`config.mk`:
```
export PLATFORM = sky130hd
export DESIGN_NAME = global_and_external_irq_ctrl
export DESIGN_NICKNAME = d
export VERILOG_FILES = /design/src/ext_edge_detect.v /design/src/global_and_external_irq_ctrl.v
export VERILOG_INCLUDE_DIRS = /design/src
export SDC_FILE = /design/constraint.sdc
export NUM_CORES = 1
export LEC_CHECK = 0
export BUFFER_PORTS_ARGS = -buffer_cell sky130_fd_sc_hd__buf_2
export CAP_MARGIN = 20
export CORE_AREA = 2 2 149 151
export CTS_CLUSTER_SIZE = 24
export DETAILED_ROUTE_END_ITERATION = 6
export DIE_AREA = 0 0 151 153
export GPL_ROUTABILITY_DRIVEN = 0
export PLACE_DENSITY_LB_ADDON = 0.12
export SETUP_SLACK_MARGIN = 0.05
export SLEW_MARGIN = 20
export SYNTH_ARGS = -nofsm -noshare
export SYNTH_HDL_FRONTEND = slang
export SYNTH_SLANG_ARGS = --single-unit
```
`constraint.sdc`:
```
create_clock -name REF_CLK -period 2.81 [get_ports REF_CLK]
set_input_delay 0.1405 -clock REF_CLK [delete_from_list [all_inputs] [get_ports REF_CLK]]
set_output_delay 0.1405 -clock REF_CLK [all_outputs]
set_load 0.05 [all_outputs]
```
`src/irq_ctrl_consts.vh`:
```
`ifndef IRQ_CTRL_CONSTS_VH
`define IRQ_CTRL_CONSTS_VH

// ==========================================================
// register indices (printed offsets) and byte addresses
// ==========================================================
`define IDX_EDGE_SEL 8'hbf
`define IDX_STACK 8'hdf
`define IDX_IRQ_EN 8'hc9
`define IDX_IRQ_REQ 8'hc8
`define IDX_SAVE_ACC 8'he0
`define IDX_SAVE_FLAGS 8'he1
`define IDX_EVT_STATUS 8'hf0
`define IDX_EVT_MASK 8'hf1
`define IDX_TO_ADDR(i) {22'h000000, i, 2'h0}

// ==========================================================
// field positions
// ==========================================================
`define GIE_BIT 7
`define DEPTH_MSB 2
`define PIN2_SEL_MSB 5
`define PIN2_SEL_LSB 4
`define PIN1_SEL_MSB 3
`define PIN1_SEL_LSB 2
`define PIN0_SEL_MSB 1
`define PIN0_SEL_LSB 0
`define FLAG_TIMEOUT_BIT 4
`define FLAG_PDOWN_BIT 5
`define EVT_VECTOR_BIT 0
`define EVT_WAKE_BIT 1
`define EVT_RETURN_BIT 2

// ==========================================================
// reset values and encodings
// ==========================================================
`define STACK_DEPTH_RST 3'h7
`define EDGE_SEL_RST 6'h00
`define SEL_RESERVED 2'h0
`define SEL_RISE 2'h1
`define SEL_FALL 2'h2
`define SEL_BOTH 2'h3
`define VECTOR_ADDR 12'h008
`define FLAG_KEEP_MASK 8'h30

`endif
```
`src/ext_edge_detect.v`:
```
`timescale 1ns/10ps
`default_nettype none
`include "irq_ctrl_consts.vh"

// ==========================================================
// edge qualifier for the external request pins
// ==========================================================
module ext_edge_detect #(
    parameter N = 3
) (
    input wire clk,
    input wire rst,
    input wire [N-1:0] pins,
    input wire [2*N-1:0] sel,
    output wire [N-1:0] hit
);
    reg [N-1:0] prev_r;
    genvar g;

    function qualify;
        input [1:0] s;
        input old_v;
        input new_v;
        begin
            case (s)
                `SEL_RISE: qualify = ~old_v & new_v;
                `SEL_FALL: qualify = old_v & ~new_v;
                `SEL_BOTH: qualify = old_v ^ new_v;
                // reserved code never triggers
                default: qualify = 1'b0;
            endcase
        end
    endfunction

    always @(posedge clk or posedge rst)
    begin
        if (rst)
            prev_r <= {N{1'b0}};
        else
            prev_r <= pins;
    end

    generate
        for (g = 0; g < N; g = g + 1)
        begin : g_pin
            assign hit[g] = qualify(sel[2*g+1:2*g], prev_r[g], pins[g]);
        end
    endgenerate
endmodule // ext_edge_detect

`default_nettype wire

```
`src/global_and_external_irq_ctrl.v`:
```
`timescale 1ns/10ps
`default_nettype none
`include "irq_ctrl_consts.vh"

// Contract
// - global enable at stack register bit 7, reset zero, blocks all vectoring
// - accepted request loads program counter with 8 and adds a stack level
// - global enable reads and writes as plain bit, 1 enables
// - one-level save buffer holds accumulator and flags for save and restore
// - restore keeps current timeout and power-down flag bits
// - three external pin sources, edge detected
// - pin flag set by edge only while that pin is enabled
// - edge waking from power-down is latched; service runs first after wake
// - pin 2 edge select at bits 5:4; 01 rise, 10 fall, 11 both
// - pin 1 edge select at bits 3:2, same encoding
// - pin 0 edge select at bits 1:0, same encoding
// - request flags stay set until software clears them
// - pin enables at bits 0..2 of enable register, reset zero
// - pin flags at bits 0..2 of request register, read/write, reset zero
module global_and_external_irq_ctrl #(
    parameter PC_W = 12,
    parameter NPINS = 3
) (
    input wire REF_CLK,
    input wire SYS_RST,
    input wire HSEL,
    input wire [31:0] HADDR,
    input wire [1:0] HTRANS,
    input wire HWRITE,
    input wire [2:0] HSIZE,
    input wire [31:0] HWDATA,
    input wire HREADY,
    output wire [31:0] HRDATA,
    output wire HREADYOUT,
    output wire HRESP,
    input wire [NPINS-1:0] EXT_IRQ_PIN,
    input wire CORE_BOUNDARY,
    input wire [PC_W-1:0] CORE_PC,
    input wire CORE_SAVE,
    input wire CORE_RESTORE,
    input wire CORE_RETURN,
    input wire [7:0] CORE_ACC,
    input wire [7:0] CORE_FLAGS,
    input wire CORE_POWER_DOWN,
    output wire PC_LOAD,
    output wire [PC_W-1:0] PC_LOAD_VALUE,
    output wire RESTORE_VALID,
    output wire [7:0] RESTORE_ACC,
    output wire [7:0] RESTORE_FLAGS,
    output wire WAKE,
    output wire IN_SERVICE,
    output wire IRQ
);
    // ==========================================================
    // state
    // ==========================================================
    reg global_irq_enable_r;
    reg [2:0] stack_depth_r;
    reg [5:0] edge_select_r;
    reg [NPINS-1:0] pin_irq_enable_r;
    reg [NPINS-1:0] pin_irq_flag_r;
    reg [4:0] other_enable_r;
    reg [4:0] other_flag_r;
    reg [7:0] save_acc_r;
    reg [7:0] save_flags_r;
    reg in_service_r;
    reg wake_latch_r;
    reg [2:0] evt_status_r;
    reg [2:0] evt_mask_r;
    reg [PC_W-1:0] pc_stack_r [0:7];
    reg pc_load_r;
    reg [PC_W-1:0] pc_load_value_r;
    reg restore_valid_r;
    reg [7:0] restore_acc_r;
    reg [7:0] restore_flags_r;
    reg wake_r;
    reg [31:0] hrdata_r;
    reg [7:0] wr_idx_r;
    reg wr_pend_r;
    reg wr_hit_r;

    wire [NPINS-1:0] edge_hit;
    wire addr_phase;
    wire rd_phase;
    wire [7:0] a_idx;
    wire a_hit;
    wire [7:0] wdata;
    wire wr_stack;
    wire wr_edge;
    wire wr_en;
    wire wr_req;
    wire wr_sacc;
    wire wr_sflags;
    wire wr_mask;
    wire rd_status;
    wire [NPINS-1:0] flag_set;
    wire [NPINS-1:0] pending;
    wire vector_go;
    wire wake_evt;
    wire return_go;
    wire [2:0] evt_set;
    wire [2:0] depth_push;
    wire [2:0] depth_pop;

    // ==========================================================
    // bus slave: zero wait states, always OKAY
    // ==========================================================
    assign HREADYOUT = 1'b1;
    assign HRESP = 1'b0;
    assign HRDATA = hrdata_r;
    assign addr_phase = HSEL & HREADY & HTRANS[1];
    assign rd_phase = addr_phase & ~HWRITE;
    assign a_idx = HADDR[9:2];
    // only aligned words inside the decoded window map to a register
    assign a_hit = (HADDR[31:10] == 22'h000000) & (HADDR[1:0] == 2'h0);
    assign wdata = HWDATA[7:0];

    function [7:0] read_mux;
        input [7:0] idx;
        begin
            case (idx)
                `IDX_STACK: read_mux = {global_irq_enable_r, 4'h0, stack_depth_r};
                `IDX_EDGE_SEL: read_mux = {2'h0, edge_select_r};
                `IDX_IRQ_EN: read_mux = {other_enable_r, pin_irq_enable_r};
                `IDX_IRQ_REQ: read_mux = {other_flag_r, pin_irq_flag_r};
                `IDX_SAVE_ACC: read_mux = save_acc_r;
                `IDX_SAVE_FLAGS: read_mux = save_flags_r;
                `IDX_EVT_STATUS: read_mux = {5'h00, evt_status_r};
                `IDX_EVT_MASK: read_mux = {5'h00, evt_mask_r};
                default: read_mux = 8'h00;
            endcase
        end
    endfunction

    always @(posedge REF_CLK or posedge SYS_RST)
    begin
        if (SYS_RST)
        begin
            hrdata_r <= 32'h00000000;
            wr_pend_r <= 1'b0;
            wr_hit_r <= 1'b0;
            wr_idx_r <= 8'h00;
        end
        else
        begin
            if (rd_phase)
                hrdata_r <= {24'h000000, (a_hit ? read_mux(a_idx) : 8'h00)};
            wr_pend_r <= addr_phase & HWRITE;
            wr_hit_r <= a_hit;
            wr_idx_r <= a_idx;
        end
    end

    assign wr_stack = wr_pend_r & wr_hit_r & (wr_idx_r == `IDX_STACK);
    assign wr_edge = wr_pend_r & wr_hit_r & (wr_idx_r == `IDX_EDGE_SEL);
    assign wr_en = wr_pend_r & wr_hit_r & (wr_idx_r == `IDX_IRQ_EN);
    assign wr_req = wr_pend_r & wr_hit_r & (wr_idx_r == `IDX_IRQ_REQ);
    assign wr_sacc = wr_pend_r & wr_hit_r & (wr_idx_r == `IDX_SAVE_ACC);
    assign wr_sflags = wr_pend_r & wr_hit_r & (wr_idx_r == `IDX_SAVE_FLAGS);
    assign wr_mask = wr_pend_r & wr_hit_r & (wr_idx_r == `IDX_EVT_MASK);
    assign rd_status = rd_phase & a_hit & (a_idx == `IDX_EVT_STATUS);

    // ==========================================================
    // external pins
    // ==========================================================
    ext_edge_detect #(
        .N(NPINS)
    ) u_edge (
        .clk(REF_CLK),
        .rst(SYS_RST),
        .pins(EXT_IRQ_PIN),
        .sel(edge_select_r),
        .hit(edge_hit)
    );

    assign flag_set = edge_hit & pin_irq_enable_r;
    assign pending = pin_irq_flag_r & pin_irq_enable_r;
    assign wake_evt = CORE_POWER_DOWN & (|flag_set);

    // ==========================================================
    // vectoring and return
    // ==========================================================
    // a latched wake edge forces entry at the first boundary after wake
    assign vector_go = CORE_BOUNDARY & ~CORE_POWER_DOWN & global_irq_enable_r
        & ~in_service_r & ((|pending) | wake_latch_r);
    assign return_go = CORE_RETURN & in_service_r;
    assign depth_push = stack_depth_r - 3'h1;
    assign depth_pop = stack_depth_r + 3'h1;

    always @(posedge REF_CLK or posedge SYS_RST)
    begin
        if (SYS_RST)
        begin
            global_irq_enable_r <= 1'b0;
            stack_depth_r <= `STACK_DEPTH_RST;
            in_service_r <= 1'b0;
            pc_load_r <= 1'b0;
            pc_load_value_r <= {PC_W{1'b0}};
        end
        else
        begin
            pc_load_r <= 1'b0;
            if (wr_stack)
                global_irq_enable_r <= HWDATA[`GIE_BIT];
            if (vector_go)
            begin
                stack_depth_r <= depth_push;
                in_service_r <= 1'b1;
                pc_load_r <= 1'b1;
                pc_load_value_r <= `VECTOR_ADDR;
            end
            else if (return_go)
            begin
                stack_depth_r <= depth_pop;
                in_service_r <= 1'b0;
                pc_load_r <= 1'b1;
                pc_load_value_r <= pc_stack_r[depth_pop];
            end
            // a depth write that meets a push or pop is dropped
            else if (wr_stack)
                stack_depth_r <= HWDATA[`DEPTH_MSB:0];
        end
    end

    // ==========================================================
    // return address stack
    // ==========================================================
    // no reset: an entry is only read back after its push; a push at
    // depth 0 writes entry 0 and wraps the depth to 7, since software may rewrite the depth
    always @(posedge REF_CLK)
    begin
        if (vector_go)
            pc_stack_r[stack_depth_r] <= CORE_PC;
    end

    // ==========================================================
    // wake latch
    // ==========================================================
    always @(posedge REF_CLK or posedge SYS_RST)
    begin
        if (SYS_RST)
        begin
            wake_latch_r <= 1'b0;
            wake_r <= 1'b0;
        end
        else
        begin
            wake_r <= wake_evt;
            if (wake_evt)
                wake_latch_r <= 1'b1;
            else if (vector_go | (CORE_BOUNDARY & ~CORE_POWER_DOWN & ~global_irq_enable_r))
                wake_latch_r <= 1'b0;
        end
    end

    // ==========================================================
    // software registers: edge select, enables, request flags
    // ==========================================================
    always @(posedge REF_CLK or posedge SYS_RST)
    begin
        if (SYS_RST)
        begin
            edge_select_r <= `EDGE_SEL_RST;
            pin_irq_enable_r <= {NPINS{1'b0}};
            pin_irq_flag_r <= {NPINS{1'b0}};
            other_enable_r <= 5'h00;
            other_flag_r <= 5'h00;
        end
        else
        begin
            if (wr_edge)
                edge_select_r <= HWDATA[5:0];
            if (wr_en)
            begin
                pin_irq_enable_r <= HWDATA[NPINS-1:0];
                other_enable_r <= HWDATA[7:3];
            end
            if (wr_req)
                other_flag_r <= HWDATA[7:3];
            // a new edge wins over a software clear in the same cycle
            pin_irq_flag_r <= (wr_req ? HWDATA[NPINS-1:0] : pin_irq_flag_r) | flag_set;
        end
    end

    // ==========================================================
    // save buffer, one level only
    // ==========================================================
    always @(posedge REF_CLK or posedge SYS_RST)
    begin
        if (SYS_RST)
        begin
            save_acc_r <= 8'h00;
            save_flags_r <= 8'h00;
            restore_valid_r <= 1'b0;
            restore_acc_r <= 8'h00;
            restore_flags_r <= 8'h00;
        end
        else
        begin
            restore_valid_r <= CORE_RESTORE;
            if (CORE_SAVE)
            begin
                save_acc_r <= CORE_ACC;
                save_flags_r <= CORE_FLAGS & ~`FLAG_KEEP_MASK;
            end
            else
            begin
                if (wr_sacc)
                    save_acc_r <= wdata;
                if (wr_sflags)
                    save_flags_r <= wdata & ~`FLAG_KEEP_MASK;
            end
            if (CORE_RESTORE)
            begin
                restore_acc_r <= save_acc_r;
                // timeout and power-down bits pass through from the live flags
                restore_flags_r <= (save_flags_r & ~`FLAG_KEEP_MASK)
                    | (CORE_FLAGS & `FLAG_KEEP_MASK);
            end
        end
    end

    // ==========================================================
    // event status, read-to-clear, masked onto IRQ
    // ==========================================================
    assign evt_set = {return_go, wake_evt, vector_go};

    always @(posedge REF_CLK or posedge SYS_RST)
    begin
        if (SYS_RST)
        begin
            evt_status_r <= 3'h0;
            evt_mask_r <= 3'h0;
        end
        else
        begin
            // set wins over the clear of a read in the same cycle
            evt_status_r <= (rd_status ? 3'h0 : evt_status_r) | evt_set;
            if (wr_mask)
                evt_mask_r <= HWDATA[2:0];
        end
    end

    // status is read-only from the bus; writes to it are dropped
    assign IRQ = |(evt_status_r & evt_mask_r);
    assign PC_LOAD = pc_load_r;
    assign PC_LOAD_VALUE = pc_load_value_r;
    assign RESTORE_VALID = restore_valid_r;
    assign RESTORE_ACC = restore_acc_r;
    assign RESTORE_FLAGS = restore_flags_r;
    assign WAKE = wake_r;
    assign IN_SERVICE = in_service_r;
endmodule // global_and_external_irq_ctrl

`default_nettype wire

```
==> results.md, run 1 <==
- The run finished with clean final reports.
- The total track usage is 0.179.
- STA classifies the critical path endpoint as a flop.
- For this run, the leading register cell type out of synthesis is dfrtp_1.
- Dividing total power by cell area gives a power density of between 600 and 700 nW/um^2.
- The pin count of the biggest net entering global routing is 36.
- The count of maximum capacitance violations is 0.
- For this run, design rule violations remaining after detail routing come to 0.
- The floorplan step defined a die boundary enclosing 23100 um^2.
- The critical setup path kind is flop to flop.
- The core region is 21500 um^2.
- The number of slew-limit violations in the final report came to 0.
- The multi-input combinational cells in the finished layout cover a total of 2820 um^2.
- In the final routing, the length of wire on met1 measures 8630 um.
- The buffer depth of the longest clock path is 2.
- The overall via count from detail_route is 5267.
- Wire segments on met2 add up to 10400 um in the final route.
- The antenna diode count is 0.
- Pin placement for this block handled roughly 180 I/O pins.
- The starting density of the core is 0.394.
- The chip height is 153 um.
- The type of element launching the critical path is a flop.
- The minimum setup slack in the final design is 0.510 ns.
- The net count of the finished layout is 867.
- The hold violation count in the final report was 0.
- In this run the remaining antenna-violating nets after routing total 0.
- The critical-path cell with the highest stage delay is dfstp_2.
- After filler insertion, the fill cell instance count of the layout stands at around 1900.
- The via count of the first global-routing pass is 5547.
- For this run, the top clock speed supported by timing is 435 MHz.
- During synthesis, Yosys emitted a total of 0 warnings.
- The async set-reset flop share out of synthesis is 0.510.
- The first global-routing pass estimated 30700 um of wire.
- Summed over all nets, wire length on met3 after detailed routing comes to 731 um.
- Headroom to the max-slew limit came out at 0.394.
- The floorplan has 54 rows.
- The remaining global-route overflow is 0.
- Before antenna repair, the detailed router went through 4 iterations.
- The area of all placed cells without fillers is 10500 um^2.
- After clock tree synthesis, the clock-pin slew on the worst setup and hold paths is roughly 0.07 ns.
- After synthesis, the mean cell area works out to 14.8 um^2.
- Setup repair after global routing left no endpoint under its margin.
- The cell area that synthesis handed to floorplanning was 8460 um^2.
- The synthesis-to-finish area growth is 24.0%.
- Data arrives at the worst endpoint at 2.60 ns.
- The clock tree from TritonCTS is done.
- Routed signal wires occupy layers up through met4.
- The required time of the critical path is 3.11 ns.
- The number of synthesized flops with an enable pin is 96.
- Counting the buffers created by CTS gives 17.
- The horizontal die dimension is 151 um.
- The worst-case IR drop observed on VDD is about 410 uV.
- Once detailed placement completed, the half-perimeter wirelength came to 13600 um.
- Walking the worst path, the cells encountered are inv_1, ha_1, buf_4, mux4_2, mux2i_1, o21ai_0.
- The flip-flop and latch count after synthesis is between 150 and 200.
- Registers take approximately 5400 um^2.
- The number of distinct library cell variants in the gate-level netlist after synthesis is 59.
- The number of violations reported at the end of detailed-routing iteration 0 is 260.
- The number of antenna violations at the first check in global routing came to 0.
- The clock root buffer is clkbuf_16.
- The level count of the clock H-tree is 4.
- For this block, the routed nets add up to 19900 um of wire.
- The number of vias per cell after detailed routing is 5.05.
- The final worst clock skew is just under 0.007 ns.
- Summing all placed instances gives a cell area of 9400 um^2.
- The cell count after synthesis came out at approximately 570.
- The total chip power is 6.74 mW.
- The later pin in the worst-skew pair is clocked with a latency of 0.43 ns.
- Once the clock tree was built, the setup fixing pass inserted 0 buffers.
- The slew of the pin with the lowest slew margin is 0.902 ns.
- Before CTS, the worst setup slack after placement is approximately 0.5 ns.
- In the final layout, the share of cells above drive strength 1 is 0.344.
- For this run, the slowest stage of the critical path takes between 0.6 and 0.7 ns.
- The worst hold path belongs to the class input pin to flop.
- Dividing the detail-routed wire length by the instance count gives around 19 um.
- The number of sinks handled by clock tree synthesis is 196.
- In the finished design, the share of the clock period the worst path needs comes to 0.818.
- The share of the yosys chip area belonging to registers is 0.637.
- The leakage power summed over all cells is 4.42 nW.
- For flop-to-flop paths, the worst setup slack is 0.51 ns.
- The count of endpoints failing setup in the final report is 0.
- In this run the worst path has a maximum fanout of 8.
- The count of port buffers added during placement is 122.
- Once the clock tree was built, the resizer swapped 0 gates to a different size.
- The final critical-path required period is 2.30 ns.
-- worst max-delay path: cells and delay by family (launching register included) --
kind            cells  cell delay (ns)
buf+inv             2             0.40
compound gates      1             0.09
mux                 2             0.46
flops               1             0.63
fa+ha+maj           1             0.58
-- through the flow --
stage / utilization / hold WS [ns] / cells / setup TNS, ns
5_1_grt: 0.488 / 0.00487 / 1042 / 0
6_report: 0.488 / 0.0181 / 1042 / 0
3_5_place_dp: 0.437 / 0.210 / 967 / 0
2_1_floorplan: - / 0.172 / 596 / -5.69
4_1_cts: 0.488 / 0.00383 / 1042 / 0
3_3_place_gp: 0.437 / 0.203 / 967 / 0
-- cells in the final DEF (no fill, tap or decap), types with 4 or more instances in the layout --
cell,synthesis,final
bufinv_16,0,5
nor2b_1,9,9
o21ai_1,6,5
inv_6,0,5
nand4_1,4,4
dlygate4sd3_1,0,43
nor3_1,7,7
mux2_2,39,39
ha_1,8,8
clkbuf_16,0,17
o21ai_0,32,32
nor4_2,5,8
edfxtp_1,96,96
buf_2,7,122
and3_1,4,4
inv_1,15,14
mux4_2,27,27
nor2_1,11,11
buf_4,26,20
conb_1,2,26
o21ai_2,3,4
dfrtp_1,97,97
nand2_1,39,39
nand3b_1,5,5
nand3_1,16,16
nor4_1,7,4
mux2i_1,36,36
-- what timing repair did --
| item | CTS | global route |
|---|---|---|
| endpoints found under the setup margin | 0 | 0 |
| hold endpoints to repair | 157 | 0 |
| hold buffers | 43 | 0 |
-- registers in the layout (all words and copies together), names as in the netlist, 3 cells and up --
signal,count
pc_stack_r,96
PC_LOAD_VALUE,12
HRDATA,8
RESTORE_ACC,8
RESTORE_FLAGS,8
save_acc_r,8
wr_idx_r,8
edge_select_r,6
save_flags_r,6
other_enable_r,5
other_flag_r,5
evt_mask_r,3
evt_status_r,3
pin_irq_enable_r,3
pin_irq_flag_r,3
stack_depth_r,3
u_edge.prev_r,3
-- layer usage --
metal | global-route usage | vias to the layer above
li1 | - | 2453
met5 | 0 | -
met4 | 0.0369 | 0
met3 | 0.0391 | 9
met2 | 0.316 | 109
met1 | 0.225 | 2696
-- layout make-up --
type | count | share of cell area
Timing Repair Buffer | 186 | 0.116
Clock inverter | 13 | 0.0206
Sequential cell | 196 | 0.514
Clock buffer | 19 | 0.0422
Multi-Input combinational cell | 333 | 0.269
Inverter | 15 | 0.00561
Tap cell | 280 | 0.0334
-- final timing paths --
| path | start | to | cells after the start |
|---|---|---|---|
| setup / recovery | stack_depth_r[1] | PC_LOAD_VALUE[9] | 6 |
| max in group asynchronous | SYS_RST | HRDATA[5] | 4 |
| hold reg to reg | HRDATA[1] | HRDATA[1] | 2 |
| hold / removal | HADDR[21] | wr_hit_r | 4 |
| setup reg to reg | stack_depth_r[1] | PC_LOAD_VALUE[9] | 6 |
| min in group asynchronous | SYS_RST | PC_LOAD | 3 |
-- where the power goes --
group          switching, mW  total (mW)  internal, mW
Sequential            0.0688        3.17          3.10
Combinational          0.551       0.878         0.326
Clock                   1.07        2.69          1.62
-- cells in the mapped netlist, drive strengths merged, types with 2 or more instances --
| library cell | instances | area, um^2 |
|---|---|---|
| and3b | 3 | 26.3 |
| buf | 39 | 260 |
| nor3 | 7 | 35.0 |
| edfxtp | 96 | 2880 |
| a22o | 2 | 17.5 |
| a211o | 3 | 26.3 |
| a21bo | 2 | 20.0 |
| nand3b | 5 | 37.5 |
| o21ai | 41 | 216 |
| inv | 15 | 56.3 |
| o22a | 2 | 17.5 |
| mux4 | 27 | 608 |
| conb | 2 | 7.51 |
| nand4 | 4 | 25.0 |
| nand2 | 39 | 146 |
| nor2 | 11 | 41.3 |
| dfrtp | 97 | 2430 |
| o211ai | 2 | 15.0 |
| o22ai | 2 | 12.5 |
| a21boi | 3 | 22.5 |
| or2 | 2 | 12.5 |
| nand4b | 3 | 32.5 |
| ha | 8 | 100 |
| nor2b | 9 | 56.3 |
| nand3 | 16 | 80.1 |
| nor4 | 12 | 106 |
| or3 | 2 | 12.5 |
| mux2i | 36 | 360 |
| a211oi | 3 | 22.5 |
| dfstp | 3 | 78.8 |
| mux2 | 39 | 439 |
| clkbuf | 13 | 48.8 |
| a221oi | 3 | 26.3 |
| and3 | 4 | 25.0 |
-- logic make-up after synthesis --
family          Yosys count  synth area share
compound gates           73            0.0574
xor+xnor                  1           0.00104
fa+ha+maj                 8            0.0118
buf+inv                  67            0.0432
flops                   196             0.637
mux                     102             0.166
other cells               2          0.000888
simple gates            123            0.0821
No activity file was read; power rests on OpenSTA's default activity.
==> run 2: changes to the inputs <==
==> constraint.sdc (replaced) <==
create_clock -name REF_CLK -period 2.15 [get_ports REF_CLK]
set_input_delay 0.1075 -clock REF_CLK [delete_from_list [all_inputs] [get_ports REF_CLK]]
set_output_delay 0.1075 -clock REF_CLK [all_outputs]
set_load 0.05 [all_outputs]
==> results.md, run 2 (synthesis gave the netlist of run 1 again) <==
- The run finished with clean final reports.
- The net count of the finished layout is 884 (+2.0%).
- The number of cells after detailed placement is 974 (+0.72%).
- The number of slew-limit violations in the final report came to 0 (unchanged).
- The net switching power is 2.33 mW (+38%).
- The number of violations reported at the end of detailed-routing iteration 0 was 216 (-17%).
- The met3 global-route usage is 0.0349 (-0.00418).
- The final worst clock skew was 0.0109 ns (+0.00412 ns).
- In this run the critical register-to-register path is launched from global_irq_enable_r.
- The logic depth of the worst register-to-register path came to 5 (-1).
- The tightest min-delay check is of the input pin to flop type.
- The internal cell power was 6.05 mW (+20%).
- The register with the most flip-flops is pc_stack_r.
- Among the stages of the critical path, the cell type that occurs most often is buf_4.
- The slew of the pin with the lowest slew margin is 0.590 ns (-0.312 ns).
- The HPWL after detailed placement was 13500 um (-0.46%).
- The final critical-path required period was 1.93 ns (-0.366 ns).
- The number of vias per cell after detailed routing is 5.11 (+1.1%).
- The data arrival time of the critical path is 2.05 ns (-0.55 ns).
- The antenna diode count is 0 (unchanged).
- The total I/O pin count is 177 (unchanged).
- The kind of cell with the highest combined delay on the critical path is simple AND/OR/NAND/NOR gates.
- The number of antenna violations at the first check in global routing came to 0 (unchanged).
- The area of the die came to 23100 um^2 (unchanged).
- The switching power as a share of total power was 0.278 (+0.0275).
- The share of final-layout standard cells stronger than drive strength 1 came to 0.352 (+0.00790).
- The buffer depth of the longest clock path came to 2 (unchanged).
- The worst slew slack as a fraction of its limit is 0.603 (+0.210).
- The critical-path cell with the highest stage delay is dfrtp_1.
- The maximum fanout along the worst path is 12 (+4).
- Traced cell by cell, the critical path runs through nor4bb_4, o211ai_1, buf_4, nor3_1, buf_4.
- The internal reg-to-reg setup slack is 0.22 ns (-0.29 ns).
- The final standard cell count with taps included and fillers excluded is 1059 (+1.6%).
- The hold violation count in the final report is 0 (unchanged).
- The wire length of the first global-routing pass is 31600 um (+2.9%).
- The delay contributed by the slowest stage of the critical path was 0.43 ns (-0.20 ns).
- The critical path depth in cells is 5 (-1).
- The remaining global-route overflow is 0 (unchanged).
- The startpoint of the lowest-slack hold path is HWDATA[3].
- The share of the cycle needed by the critical path after routing is 0.899 (+0.0808).
- The power share of the combinational group is 0.143 (+0.013).
- The critical setup path kind is flop to flop.
- The total wirelength of the detailed-routed design is 20200 um (+1.3%).
- The number of sinks handled by clock tree synthesis was 196 (unchanged).
- The endpoint of the worst setup timing path is pc_stack_r[6][10].
- The pin count of the biggest net entering global routing came to 67 (+86%).
- The fraction of met2 tracks used by global routing is 0.329 (+0.0128).
- The horizontal die dimension came to 151 um (unchanged).
- The number of buffers created by CTS was 17 (unchanged).
- The count of endpoints failing setup in the final report is 0 (unchanged).
- STA classifies the critical path startpoint as a flop.
- The number of detailed-route iterations in the first pass is 4 (unchanged).
- The areal power density over the cells came to 783 nW/um^2 (+22%).
- The total negative slack was 0 ns (unchanged).
- The clock share of power is 0.363 (-0.036).
- The global routing stage identified its most utilized layer as met2.
- The total track usage is 0.182 (+0.00351).
- The post-CTS clock slew at the launch and capture registers of the worst setup and hold paths is 0.07 ns (about the same).
- The critical path startpoint is global_irq_enable_r.
- STA classifies the critical path endpoint as a flop.
- The worst-case vdd ir drop is 515 uV (+25%).
- The cell sitting at the root of the clock tree is a clkbuf_16.
- The clock tree from TritonCTS is done.
- Setup repair after global routing left no endpoint under its margin.
- The worst register-to-register path ends at pc_stack_r[6][10].
- The core area is 21500 um^2 (unchanged).
- The worst-skew pair later-pin latency is 0.43 ns (about the same).
- The routing usage on met1 came to 0.222 (-0.00314).
- The overall via count from detail_route was 5413 (+2.8%).
- The leakage power summed over all cells is 4.49 nW (+1.6%).
- The top cell types in the final layout, fill and taps aside, are 122 x buf_2, 96 x dfrtp_1, 96 x edfxtp_1.
- The count of port buffers added during placement is 122 (unchanged).
- From synthesis to final layout, the design area changed by 26.6%.
- The library cell used most frequently in the layout, excluding fill and tap cells, is buf_2.
- The level count of the clock H-tree is 4 (unchanged).
- The number of buffer and inverter stages on the critical path is 2 (unchanged).
- The final core area utilization is 0.498 (+0.0104).
- The chip height came to 153 um (unchanged).
- The detail-routed net length per standard cell is 19.0 um (-0.33%).
- The flip-flop count of the largest register after layout is 96 (unchanged).
- The count of maximum capacitance violations was 0 (unchanged).
- The post-detailed-route count of antenna-violating nets is 0 (unchanged).
- The via count of the first global-routing pass is 5674 (+2.3%).
- The placement row count is 54 (unchanged).
- The part of the power in registers is 0.494 (+0.023).
- The starting density of the core is 0.394 (unchanged).
- The fmax is 517 MHz (+19%).
- The post-route DRC violation count is 0 (unchanged).
- The required time of the critical path is 2.27 ns (-0.84 ns).
## run 2: cell types whose count changed in the layout (fill, tap and decap cells not counted), moves of 2 or more
| cell | previous run | this run |
|---|---|---|
| nor4_4 | 0 | 2 |
| clkinv_4 | 0 | 2 |
| nor4_2 | 8 | 6 |
| clkinv_8 | 0 | 3 |
| buf_12 | 1 | 10 |
| dlygate4sd3_1 | 43 | 52 |
| bufinv_16 | 5 | 0 |
## run 2: how the worst min path moves through the flow
stage / to / cells after the start / slack [ns]
4_1_cts: edge_select_r[3] / 2 / 0.004
3_5_place_dp: PC_LOAD_VALUE[11] / 2 / 0.005
2_1_floorplan: RESTORE_VALID / 0 / 0.14
5_1_grt: edge_select_r[3] / 2 / 0.01
6_report: edge_select_r[3] / 2 / 0.02
3_3_place_gp: PC_LOAD_VALUE[3] / 2 / 0.005
## run 2: metrics by stage
stage	area [um^2]	hold WS (ns)	total power [mW]	worst slack (ns)
after global routing	10700	0.0110	8.73	0.0595
after floorplan	8670	0.139	5.04	-0.178
after CTS	10700	0.00368	8.48	0.119
after global placement	9590	0.00516	5.35	0.149
final	10700	0.0247	8.38	0.217
after detailed placement	9590	0.00501	5.37	0.199
## run 2: power by group through the flow
stage | combinational, mW | sequential (mW) | clock, mW
floorplan | 0.623 | 4.42 | 0
global placement | 1.13 | 4.22 | 0
detailed placement | 1.14 | 4.23 | 0
CTS | 1.21 | 4.15 | 3.12
global route | 1.29 | 4.16 | 3.28
finish | 1.20 | 4.15 | 3.04
## run 2: metal layers
metal  up-vias  wire length (um)
met5         -                 0
met4         0               265
met3        17               850
met2       135             10600
met1      2770              8430
li1       2491                 -
## run 2: worst reg2reg max path: stages, from the launching register on
cell and delay [ns]:
dfrtp_1 0.43, nor4bb_4 0.43, o211ai_1 0.15, buf_4 0.19, nor3_1 0.14, buf_4 0.29
## run 2: area by class of cell
type / instances / area [um^2]
inverter: 15 / 60.1
clock buffer: 17 / 425
tap: 280 / 350
sequential: 196 / 5390
clock inverter: 15 / 146
multi-input combinational: 333 / 2860
fill: 1854 / 10800
timing repair buffer: 203 / 1470
## run 2: timing repair
action / 4_1_cts / 5_1_grt
endpoints found under the hold margin: 234 / 0
hold buffers: 52 / 0
gates resized for setup: 0 / 2
endpoints found under the setup margin: 0 / 31
buffers inserted: 0 / 1
